## config.mk

```make
export PLATFORM = sky130hd
export DESIGN_NAME = osc_range_clock_ctrl
export DESIGN_NICKNAME = d
export VERILOG_FILES = /design/src/osc_ctrl_pkg.sv /design/src/event_flag.sv /design/src/osc_range_clock_ctrl.sv
export VERILOG_INCLUDE_DIRS = /design/src
export SDC_FILE = /design/constraint.sdc
export NUM_CORES = 1
export LEC_CHECK = 0
export ABC_CLOCK_PERIOD_IN_PS = 2000
export BUFFER_PORTS_ARGS = -buffer_cell sky130_fd_sc_hd__buf_2
export CELL_PAD_IN_SITES_DETAIL_PLACEMENT = 1
export CELL_PAD_IN_SITES_GLOBAL_PLACEMENT = 2
export CORE_ASPECT_RATIO = 0.8
export CORE_MARGIN = 4
export CORE_UTILIZATION = 27
export DETAILED_ROUTE_END_ITERATION = 6
export MAX_ROUTING_LAYER = met4
export PLACE_DENSITY = 0.71
export RECOVER_POWER = 100
export SLEW_MARGIN = 15
export SYNTH_ARGS = -nofsm -noshare
export SYNTH_HDL_FRONTEND = slang
export SYNTH_SLANG_ARGS = --single-unit
```

## constraint.sdc

```tcl
create_clock -name aclk -period 2 [get_ports aclk]
set_clock_uncertainty 0.05 [all_clocks]
set_input_delay 0.2 -clock aclk [delete_from_list [all_inputs] [get_ports aclk]]
set_output_delay 0.2 -clock aclk [all_outputs]
set_load 0.05 [all_outputs]
```

## src/osc_ctrl_consts.svh

```systemverilog
// Offsets, field positions, reset values and timing counts of the oscillator control block
`ifndef OSC_CTRL_CONSTS_SVH
`define OSC_CTRL_CONSTS_SVH

// ----------------------------------------
// Register byte offsets
// ----------------------------------------
`define OFS_OSC_CONTROL 5'h00
`define OFS_CLK_CTRL_FIRST 5'h04
`define OFS_CLK_CTRL_SECOND 5'h08
`define OFS_IRQ_FLAG_FIRST 5'h0C
`define OFS_CPU_STATUS 5'h10
`define OFS_OSC_STATUS 5'h14
`define OFS_IRQ_STATUS 5'h18
`define OFS_IRQ_MASK 5'h1C

// ----------------------------------------
// Field positions and values
// ----------------------------------------
`define RANGE_DEFAULT 4'h7
`define RANGE_MID 4'hD
`define RANGE_LOW_EDGE 4'hC
`define RANGE_MAX 4'hF
`define CTRL_FIRST_RESET 8'h87
`define CTRL_SECOND_RESET 8'h00
`define OSC_CONTROL_RESET 8'h60
`define SELM_LSB 6
`define SELS_BIT 3
`define FAULT_BIT 1
`define GEN_OFF_BIT 6
`define VEC_BIT6 6
`define IRQ_W 4

// ----------------------------------------
// Timing
// ----------------------------------------
`define CLK_NS 100
`define STALL_US 20
`define STALL_CYC ((`STALL_US * 1000) / `CLK_NS)
`endif

```

## src/osc_ctrl_pkg.sv

```systemverilog
// Types shared by the oscillator control block
`default_nettype none
package osc_ctrl_pkg;
  typedef enum logic [1:0] {
    OSC_OFF = 2'b00,
    OSC_RUN = 2'b01,
    OSC_STALL = 2'b10,
    OSC_HUNG = 2'b11
  } osc_state_type;
endpackage
`default_nettype wire

```

## src/event_flag.sv

```systemverilog
// One sticky event flag: set wins over clear
`default_nettype none
module event_flag (
  input wire logic aclk, // Clock
  input wire logic aresetn, // Sync reset, active low
  input wire logic set_evt, // Event pulse
  input wire logic clr, // Clear pulse
  output logic flag // Sticky flag
);
  logic flag_ff;
  logic nxt_flag;

  // Set has priority so an event in the clear cycle survives
  assign nxt_flag = set_evt | (flag_ff & ~clr);
  always_ff @(posedge aclk) begin
    if (!aresetn) begin
      flag_ff <= 1'b0;
    end else begin
      flag_ff <= nxt_flag;
    end
  end
  assign flag = flag_ff;
endmodule
`default_nettype wire

```

## src/osc_range_clock_ctrl.sv

```systemverilog
// Oscillator range and clock source control with AXI4-Lite register access
//
// Behaviour
// - Range jump across 12/13 stalls about 20 us
// - Some jumps hang oscillator until power cycle
// - Max range plus step/modulation write stalls
// - Range holds 7 until first control write
// - Oscillator off when no clock uses it
// - Sub-main-only switch does not restart oscillator
// - Main select 00 or 01 starts oscillator
// - Fault flag set forces oscillator on
// - Vector bit 6 sets generator-off at reset
// - Generator-off cuts DC generator when unused
//
// The AXI4-Lite register port and the placing of the registers are this design's own decisions.
`default_nettype none
`include "osc_ctrl_consts.svh"
module osc_range_clock_ctrl
  import osc_ctrl_pkg::*;
(
  input wire logic aclk, // Clock, 10 MHz
  input wire logic aresetn, // Sync reset, active low
  input wire logic [15:0] reset_vector, // Fetched reset vector destination
  input wire logic power_cycle, // Pin: supply removed, clears a hang
  input wire logic [4:0] s_axi_awaddr, // Write address
  input wire logic s_axi_awvalid, // Write address valid
  output logic s_axi_awready, // Write address ready
  input wire logic [31:0] s_axi_wdata, // Write data
  input wire logic [3:0] s_axi_wstrb, // Write strobes
  input wire logic s_axi_wvalid, // Write data valid
  output logic s_axi_wready, // Write data ready
  output logic [1:0] s_axi_bresp, // Write response
  output logic s_axi_bvalid, // Write response valid
  input wire logic s_axi_bready, // Write response ready
  input wire logic [4:0] s_axi_araddr, // Read address
  input wire logic s_axi_arvalid, // Read address valid
  output logic s_axi_arready, // Read address ready
  output logic [31:0] s_axi_rdata, // Read data
  output logic [1:0] s_axi_rresp, // Read response
  output logic s_axi_rvalid, // Read data valid
  input wire logic s_axi_rready, // Read data ready
  output logic osc_enable, // Digital oscillator powered
  output logic dc_gen_enable, // Oscillator DC generator on
  output logic digital_osc_clock_ok, // Oscillator delivering clock
  output logic sub_main_clock_stuck, // Sub-main clock held high
  output logic irq // Level interrupt
);
  // ----------------------------------------
  // Storage
  // ----------------------------------------
  logic [7:0] osc_control_reg_ff;
  logic [7:0] basic_clock_ctrl_first_ff;
  logic [7:0] basic_clock_ctrl_second_ff;
  logic osc_fault_flag_ff;
  logic generator_off_bit_ff;
  logic rst_seen_ff;
  logic [3:0] osc_range_applied_ff;
  logic range_touched_ff;
  osc_state_type osc_state_ff;
  osc_state_type nxt_osc_state;
  logic [7:0] stall_cnt_ff;
  logic [7:0] nxt_stall_cnt;
  logic pc_meta_ff;
  logic pc_sync_ff;
  logic [`IRQ_W-1:0] irq_mask_ff;
  logic aw_held_ff;
  logic w_held_ff;
  logic [4:0] awaddr_ff;
  logic [31:0] wdata_ff;
  logic [3:0] wstrb_ff;
  logic bvalid_ff;
  logic [1:0] bresp_ff;
  logic rvalid_ff;
  logic [1:0] rresp_ff;
  logic [31:0] rdata_ff;
  logic osc_enable_ff;
  logic dc_gen_ff;
  logic clk_ok_ff;
  logic sub_main_clock_stuck_ff;
  logic irq_ff;
  logic [`IRQ_W-1:0] irq_flags;

  // ----------------------------------------
  // Write channel
  // ----------------------------------------
  // Address and data taken in either order; both held until the write retires
  wire aw_take = s_axi_awvalid & ~aw_held_ff & ~bvalid_ff;
  wire w_take = s_axi_wvalid & ~w_held_ff & ~bvalid_ff;
  wire wr_fire = aw_held_ff & w_held_ff & ~bvalid_ff;
  wire [4:0] wr_addr = awaddr_ff;
  wire wr_map = (wr_addr[1:0] == 2'b00) && (wr_addr <= `OFS_IRQ_MASK);
  wire wr_lane = wstrb_ff[0];
  wire wr_ctl = wr_fire & wr_lane & (wr_addr == `OFS_OSC_CONTROL);
  wire wr_bc1 = wr_fire & wr_lane & (wr_addr == `OFS_CLK_CTRL_FIRST);
  wire wr_bc2 = wr_fire & wr_lane & (wr_addr == `OFS_CLK_CTRL_SECOND);
  wire wr_ifg = wr_fire & wr_lane & (wr_addr == `OFS_IRQ_FLAG_FIRST);
  wire wr_sr = wr_fire & wr_lane & (wr_addr == `OFS_CPU_STATUS);
  wire wr_msk = wr_fire & wr_lane & (wr_addr == `OFS_IRQ_MASK);
  wire [7:0] wbyte = wdata_ff[7:0];

  always_ff @(posedge aclk) begin
    if (!aresetn) begin
      aw_held_ff <= 1'b0;
      w_held_ff <= 1'b0;
      awaddr_ff <= 5'h00;
      wdata_ff <= 32'h00000000;
      wstrb_ff <= 4'h0;
    end else begin
      if (aw_take) begin
        aw_held_ff <= 1'b1;
        awaddr_ff <= s_axi_awaddr;
      end else if (wr_fire) begin
        aw_held_ff <= 1'b0;
      end
      if (w_take) begin
        w_held_ff <= 1'b1;
        wdata_ff <= s_axi_wdata;
        wstrb_ff <= s_axi_wstrb;
      end else if (wr_fire) begin
        w_held_ff <= 1'b0;
      end
    end
  end

  // Response: OKAY for mapped words, SLVERR for holes
  always_ff @(posedge aclk) begin
    if (!aresetn) begin
      bvalid_ff <= 1'b0;
      bresp_ff <= 2'b00;
    end else if (wr_fire) begin
      bvalid_ff <= 1'b1;
      bresp_ff <= wr_map ? 2'b00 : 2'b10;
    end else if (s_axi_bready) begin
      bvalid_ff <= 1'b0;
    end
  end

  // ----------------------------------------
  // Control registers
  // ----------------------------------------
  // Reset value of the first control word carries the default range 7
  always_ff @(posedge aclk) begin
    if (!aresetn) begin
      osc_control_reg_ff <= `OSC_CONTROL_RESET;
      basic_clock_ctrl_first_ff <= `CTRL_FIRST_RESET;
      basic_clock_ctrl_second_ff <= `CTRL_SECOND_RESET;
      irq_mask_ff <= 4'h0;
    end else begin
      if (wr_ctl) begin
        osc_control_reg_ff <= wbyte;
      end
      if (wr_bc1) begin
        basic_clock_ctrl_first_ff <= wbyte;
      end
      if (wr_bc2) begin
        basic_clock_ctrl_second_ff <= wbyte;
      end
      if (wr_msk) begin
        irq_mask_ff <= wbyte[3:0];
      end
    end
  end

  // Fault flag: software writes it directly, hardware never clears it
  always_ff @(posedge aclk) begin
    if (!aresetn) begin
      osc_fault_flag_ff <= 1'b0;
    end else if (wr_ifg) begin
      osc_fault_flag_ff <= wbyte[`FAULT_BIT];
    end
  end

  // Generator-off bit caught from the vector one edge after reset release
  always_ff @(posedge aclk) begin
    if (!aresetn) begin
      rst_seen_ff <= 1'b0;
      generator_off_bit_ff <= 1'b0;
    end else begin
      rst_seen_ff <= 1'b1;
      if (!rst_seen_ff) begin
        generator_off_bit_ff <= reset_vector[`VEC_BIT6];
      end else if (wr_sr) begin
        generator_off_bit_ff <= wbyte[`GEN_OFF_BIT];
      end
    end
  end

  // ----------------------------------------
  // Oscillator model
  // ----------------------------------------
  // Power-cycle pin is asynchronous: two flops before use
  always_ff @(posedge aclk) begin
    if (!aresetn) begin
      pc_meta_ff <= 1'b0;
      pc_sync_ff <= 1'b0;
    end else begin
      pc_meta_ff <= power_cycle;
      pc_sync_ff <= pc_meta_ff;
    end
  end

  wire [3:0] osc_range_select = basic_clock_ctrl_first_ff[3:0];
  wire [3:0] new_range = wbyte[3:0];
  wire [1:0] main_clock_source_select = basic_clock_ctrl_second_ff[`SELM_LSB+1:`SELM_LSB];
  wire sub_sel_osc = ~basic_clock_ctrl_second_ff[`SELS_BIT];
  wire main_uses_osc = ~main_clock_source_select[1];
  // Sub-main alone never wakes a stopped oscillator, only keeps a running one
  wire osc_wanted = main_uses_osc | osc_fault_flag_ff;
  wire osc_needed = osc_wanted | (sub_sel_osc & (osc_state_ff != OSC_OFF));
  // Range crossing between the low and high bands
  wire old_hi = osc_range_applied_ff > `RANGE_MID;
  wire old_lo = osc_range_applied_ff < `RANGE_LOW_EDGE;
  wire new_hi = new_range > `RANGE_MID;
  wire new_lo = new_range < `RANGE_LOW_EDGE;
  wire range_jump = wr_bc1 & ((old_hi & new_lo) | (old_lo & new_hi));
  // Tuning write while every range bit is set
  wire tune_at_max = wr_ctl & (osc_range_applied_ff == `RANGE_MAX)
    & (wbyte != osc_control_reg_ff);
  // A jump from the very top straight to the bottom is taken as the hanging case
  wire hang_case = range_jump & (osc_range_applied_ff == `RANGE_MAX)
    & (new_range == 4'h0);

  // Applied range follows the register only after the write has retired
  always_ff @(posedge aclk) begin
    if (!aresetn) begin
      osc_range_applied_ff <= `RANGE_DEFAULT;
      range_touched_ff <= 1'b0;
    end else begin
      osc_range_applied_ff <= osc_range_select;
      if (wr_bc1) begin
        range_touched_ff <= 1'b1;
      end
    end
  end

  // Next state of the oscillator
  always_comb begin
    nxt_osc_state = osc_state_ff;
    nxt_stall_cnt = stall_cnt_ff;
    case (osc_state_ff)
      OSC_OFF: begin
        if (osc_wanted) begin
          nxt_osc_state = OSC_RUN;
        end
      end
      OSC_RUN: begin
        if (!osc_needed) begin
          nxt_osc_state = OSC_OFF;
        end else if (hang_case) begin
          nxt_osc_state = OSC_HUNG;
        end else if (range_jump | tune_at_max) begin
          nxt_osc_state = OSC_STALL;
          nxt_stall_cnt = 8'(`STALL_CYC - 1);
        end
      end
      OSC_STALL: begin
        if (stall_cnt_ff == 8'h00) begin
          nxt_osc_state = OSC_RUN;
        end else begin
          nxt_stall_cnt = stall_cnt_ff - 8'h01;
        end
      end
      OSC_HUNG: begin
        nxt_osc_state = OSC_HUNG;
      end
      default: begin
        nxt_osc_state = OSC_OFF;
      end
    endcase
  end

  // A hang survives ordinary reset; only a power cycle clears it
  always_ff @(posedge aclk) begin
    if (pc_sync_ff) begin
      osc_state_ff <= OSC_OFF;
      stall_cnt_ff <= 8'h00;
    end else if (!aresetn) begin
      osc_state_ff <= (osc_state_ff == OSC_HUNG) ? OSC_HUNG : OSC_OFF;
      stall_cnt_ff <= 8'h00;
    end else begin
      osc_state_ff <= nxt_osc_state;
      stall_cnt_ff <= nxt_stall_cnt;
    end
  end

  // ----------------------------------------
  // Interrupt status
  // ----------------------------------------
  // Events: stall start, hang, fault flag raised, sub-main stuck high
  wire rd_take = s_axi_arvalid & ~rvalid_ff;
  wire rd_status = rd_take & (s_axi_araddr == `OFS_IRQ_STATUS);
  wire [`IRQ_W-1:0] irq_events;
  assign irq_events[0] = (osc_state_ff == OSC_RUN) & (nxt_osc_state == OSC_STALL);
  assign irq_events[1] = (osc_state_ff != OSC_HUNG) & (nxt_osc_state == OSC_HUNG);
  assign irq_events[2] = wr_ifg & wbyte[`FAULT_BIT] & ~osc_fault_flag_ff;
  assign irq_events[3] = sub_sel_osc & ~osc_needed & ~sub_main_clock_stuck_ff;

  genvar gi;
  generate
    for (gi = 0; gi < `IRQ_W; gi++) begin : g_flag
      event_flag u_flag (
        .aclk(aclk),
        .aresetn(aresetn),
        .set_evt(irq_events[gi]),
        .clr(rd_status),
        .flag(irq_flags[gi])
      );
    end
  endgenerate

  // ----------------------------------------
  // Read channel
  // ----------------------------------------
  wire rd_map = (s_axi_araddr[1:0] == 2'b00) && (s_axi_araddr <= `OFS_IRQ_MASK);
  wire [31:0] osc_status_word = {25'h0000000, range_touched_ff, osc_state_ff,
    osc_range_applied_ff[3:0]} ;
  logic [31:0] rd_mux;
  always_comb begin
    case (s_axi_araddr)
      `OFS_OSC_CONTROL: rd_mux = {24'h000000, osc_control_reg_ff};
      `OFS_CLK_CTRL_FIRST: rd_mux = {24'h000000, basic_clock_ctrl_first_ff};
      `OFS_CLK_CTRL_SECOND: rd_mux = {24'h000000, basic_clock_ctrl_second_ff};
      `OFS_IRQ_FLAG_FIRST: rd_mux = {30'h00000000, osc_fault_flag_ff, 1'b0};
      `OFS_CPU_STATUS: rd_mux = {25'h0000000, generator_off_bit_ff, 6'h00};
      `OFS_OSC_STATUS: rd_mux = osc_status_word;
      `OFS_IRQ_STATUS: rd_mux = {28'h0000000, irq_flags};
      `OFS_IRQ_MASK: rd_mux = {28'h0000000, irq_mask_ff};
      default: rd_mux = 32'h00000000;
    endcase
  end

  always_ff @(posedge aclk) begin
    if (!aresetn) begin
      rvalid_ff <= 1'b0;
      rdata_ff <= 32'h00000000;
      rresp_ff <= 2'b00;
    end else if (rd_take) begin
      rvalid_ff <= 1'b1;
      rdata_ff <= rd_mux;
      rresp_ff <= rd_map ? 2'b00 : 2'b10;
    end else if (s_axi_rready) begin
      rvalid_ff <= 1'b0;
    end
  end

  // ----------------------------------------
  // Registered outputs
  // ----------------------------------------
  // DC generator off only when generator-off set and no clock uses the oscillator
  always_ff @(posedge aclk) begin
    if (!aresetn) begin
      osc_enable_ff <= 1'b0;
      dc_gen_ff <= 1'b0;
      clk_ok_ff <= 1'b0;
      sub_main_clock_stuck_ff <= 1'b0;
      irq_ff <= 1'b0;
    end else begin
      osc_enable_ff <= (osc_state_ff != OSC_OFF);
      dc_gen_ff <= ~(generator_off_bit_ff & ~osc_needed);
      clk_ok_ff <= (osc_state_ff == OSC_RUN);
      sub_main_clock_stuck_ff <= sub_sel_osc & ~osc_needed;
      irq_ff <= |(irq_flags & irq_mask_ff);
    end
  end

  assign s_axi_awready = aw_take;
  assign s_axi_wready = w_take;
  assign s_axi_bvalid = bvalid_ff;
  assign s_axi_bresp = bresp_ff;
  assign s_axi_arready = rd_take;
  assign s_axi_rvalid = rvalid_ff;
  assign s_axi_rdata = rdata_ff;
  assign s_axi_rresp = rresp_ff;
  assign osc_enable = osc_enable_ff;
  assign dc_gen_enable = dc_gen_ff;
  assign digital_osc_clock_ok = clk_ok_ff;
  assign sub_main_clock_stuck = sub_main_clock_stuck_ff;
  assign irq = irq_ff;
endmodule
`default_nettype wire

```

==> qor.yml <==
place:
  numPortBuffers: 47
  post_dp_cell_area_um2: 4570
  hpwlAfterDp_um: 8530
  gp_congestion: 0.894
run:
  cap_violations: 0
floorplanning:
  fp-row-count: 39
  dieArea_um2: 17000
  io_pins: 116
  die_h_um: 117
  die_x_um: 145
  core_area_um2: 14400
  start_util: 0.279
outcome:
  status: "finished, final reports clean"
routing:
  routed-via-count: 3385
  vias_per_cell: 4.76
  drtIter0Drc: 167
  antenna_left: 0
  postRouteWirelength_um: 11300
  wl_per_cell_um: 15.9
  first_pass_iters: 5
  post-route-drc-count: 0
critical_path:
  cp_max_fo: 4
  r2r_slack_ns: 0.03
  rr_worst_depth: 5
  crit_type: "reg2reg"
  rr_endpoint: "g_flag[0].u_flag.flag"
  endpoint_kind: "register"
  worstPathArrival_ns: 2.16
  reg2reg_from: "wdata_ff[0]"
  crit_path_start: "wdata_ff[0]"
  cp-start-kind: "register"
  critPathRequiredTime_ns: 2.19
synth:
  synth_top_area_frac: 0.422
  yosysUniqueCellTypes: 53
  ys.warnings.count: 0
  synth_edf_count: 0
  yosysSeqAreaShare: 0.422
  synth_seq_cells: 85
  synth_flop_cell: "dfxtp_1"
  yosys-top-cells-area: "dfxtp_1 42%, mux2i_1 13%, nor2_1 6.9%, buf_4 4.8%, nand2_1 2.8%"
  synthCells: 455
  synth_area_leader_cell: "dfxtp_1"
  postSynthAreaPerCell_um2: 8.87
  synthArstFlopShare: 0
  netlist_area_um2: 4030
cts:
  path_clk_slew_ns: 0.06
  holdBufCountCts: 0
  cts-root-buf: "clkbuf_16"
  numCtsBuffers: 9
  cts_buffer_depth: 2
  cts_setup_buffers: 0
  cts_tree: "done"
  htree_levels: 3
  clk-insertion-delay-late_ns: 0.34
  clock_sinks: 85
pwr:
  ir_drop_mv: 0.413
  power.density_nw_per_um2: 793
  leakagePower_nw: 1.91
worst_hold_path:
  worstHoldStart: "power_cycle"
  hold_depth: 2
  holdPathEnd: "pc_meta_ff"
  worstHoldPathType: "in2reg"
global_routing:
  grt_antenna_before_repair: 0
  grt_first_pass_wirelength_um: 18600
  grt_usage: 0.143
  overflow: 0
  grt_pass1_vias: 3523
  grt_start_max_net_pins: 36
timing:
  slew_viol_final: 0
  hold_violations: 0
  max-slew-margin-rel: 0.435
  setup_tns_ns: 0
  finalCritPeriodShare: 0.986
  hold-worst-slack_ns: 0.0236
  max_slew.worst_pin.slew_ns: 0.848
  rsz0062_at_grt: "true"
  period_needed_ns: 1.97
  setup_viol: 0
  max_freq_mhz: 507
finish:
  layout.cell_area.non_filler_um2: 4870
  antennaDiodeCount: 0
  syn_to_final_growth_pct: 20.8
  nets: 594
  drive_gt1_frac: 0.192
critical path, cell delays in order (launching register included):
cell	delay (ns)
dfxtp_1	0.34
or4_1	0.55
o21ai_2	0.17
o32ai_4	0.12
or3_1	0.44
a22o_1	0.19
cell usage after synthesis, drive strengths merged (5+ instances only):
cell,count
dfxtp,85
nor2,74
mux2i,52
buf,33
nand2,32
a21oi,21
clkbuf,20
o21ai,16
nand2b,10
nand4,10
a22oi,9
nand3,9
nor3,8
xnor2,8
a31oi,6
nor2b,6
or3,6
inv,5
how the worst max path moves through the flow:
stage,endpoint,slack [ns],cells past startpoint
finish,g_flag[0].u_flag.flag,0.03,5
global route,stall_cnt_ff[5],-0.04,7
CTS,stall_cnt_ff[7],0.009,5
detailed placement,stall_cnt_ff[6],-0.001,7
global placement,stall_cnt_ff[3],0.02,7
floorplan,g_flag[0].u_flag.flag,0.05,6
layer usage:
metal | vias to the layer above | wire length [um] | global-route usage
met1 | 1639 | 5590 | 0.187
li1 | 1681 | - | -
met2 | 57 | 5210 | 0.218
met4 | 0 | 91 | 0.0303
met3 | 8 | 429 | 0.0419
met5 | - | 0 | -
flip-flops by register name, summed over array words and instances, names as in the netlist, 2 cells and up:
name                        cells
basic_clock_ctrl_second_ff      8
stall_cnt_ff                    8
osc_state_ff                    2
osc_control_reg_ff              8
awaddr_ff                       5
osc_range_applied_ff            4
s_axi_rdata                     8
wdata_ff                        8
basic_clock_ctrl_first_ff       8
irq_mask_ff                     4
g_flag.u_flag.flag              4
repair_timing:
item | in CTS | in global routing
setup endpoints to repair | 4 | 23
cloned | 0 | 0
gates resized for setup | 4 | 10
pin swaps | 0 | 5
report_power, final:
part           switching, mW  internal [mW]
clock                  0.694          0.907
combinational          0.351          0.146
sequential            0.0335           1.73
layout by cell type (no fill, tap or decap), drive strengths merged, types with 16 or more instances in the layout:
cell,instances
clkbuf,35
conb,26
nor2,74
nand2,32
o21ai,16
dfxtp,85
a21oi,21
buf,60
mux2i,52
logic make-up (layout without fill, tap and decap cells):
| family | after synthesis | after routing | synth area share |
|---|---|---|---|
| and+or+nand+nor | 172 | 172 | 0.206 |
| DFF | 85 | 85 | 0.422 |
| AOI/OAI and AO/OA | 73 | 73 | 0.124 |
| buffers and inverters | 59 | 106 | 0.0841 |
| muxes | 55 | 55 | 0.140 |
| xor gates and xnor gates | 8 | 8 | 0.0174 |
| adders and majority gates | 2 | 2 | 0.00620 |
| other | 1 | 26 | 0.000930 |
area by class of cell:
| cell class | count | area (um2) |
|---|---|---|
| fill | 1735 | 9570 |
| multi-input combinational | 336 | 2150 |
| sequential | 85 | 1710 |
| timing repair buffer | 84 | 480 |
| clock buffer | 11 | 253 |
| tap | 184 | 230 |
| clock inverter | 5 | 35.0 |
| inverter | 6 | 22.5 |
through the flow:
| stage | setup slack (ns) | power [mW] | std cells | util |
|---|---|---|---|---|
| after floorplan | 0.0468 | 2.19 | 480 | - |
| after global placement | 0.0229 | 2.29 | 695 | 0.317 |
| after detailed placement | -0.000950 | 2.31 | 695 | 0.317 |
| after CTS | 0.00868 | 3.94 | 711 | 0.338 |
| after global routing | -0.0438 | 4.07 | 711 | 0.337 |
| final | 0.0284 | 3.87 | 711 | 0.337 |
Power figures use the tool's default switching activity.
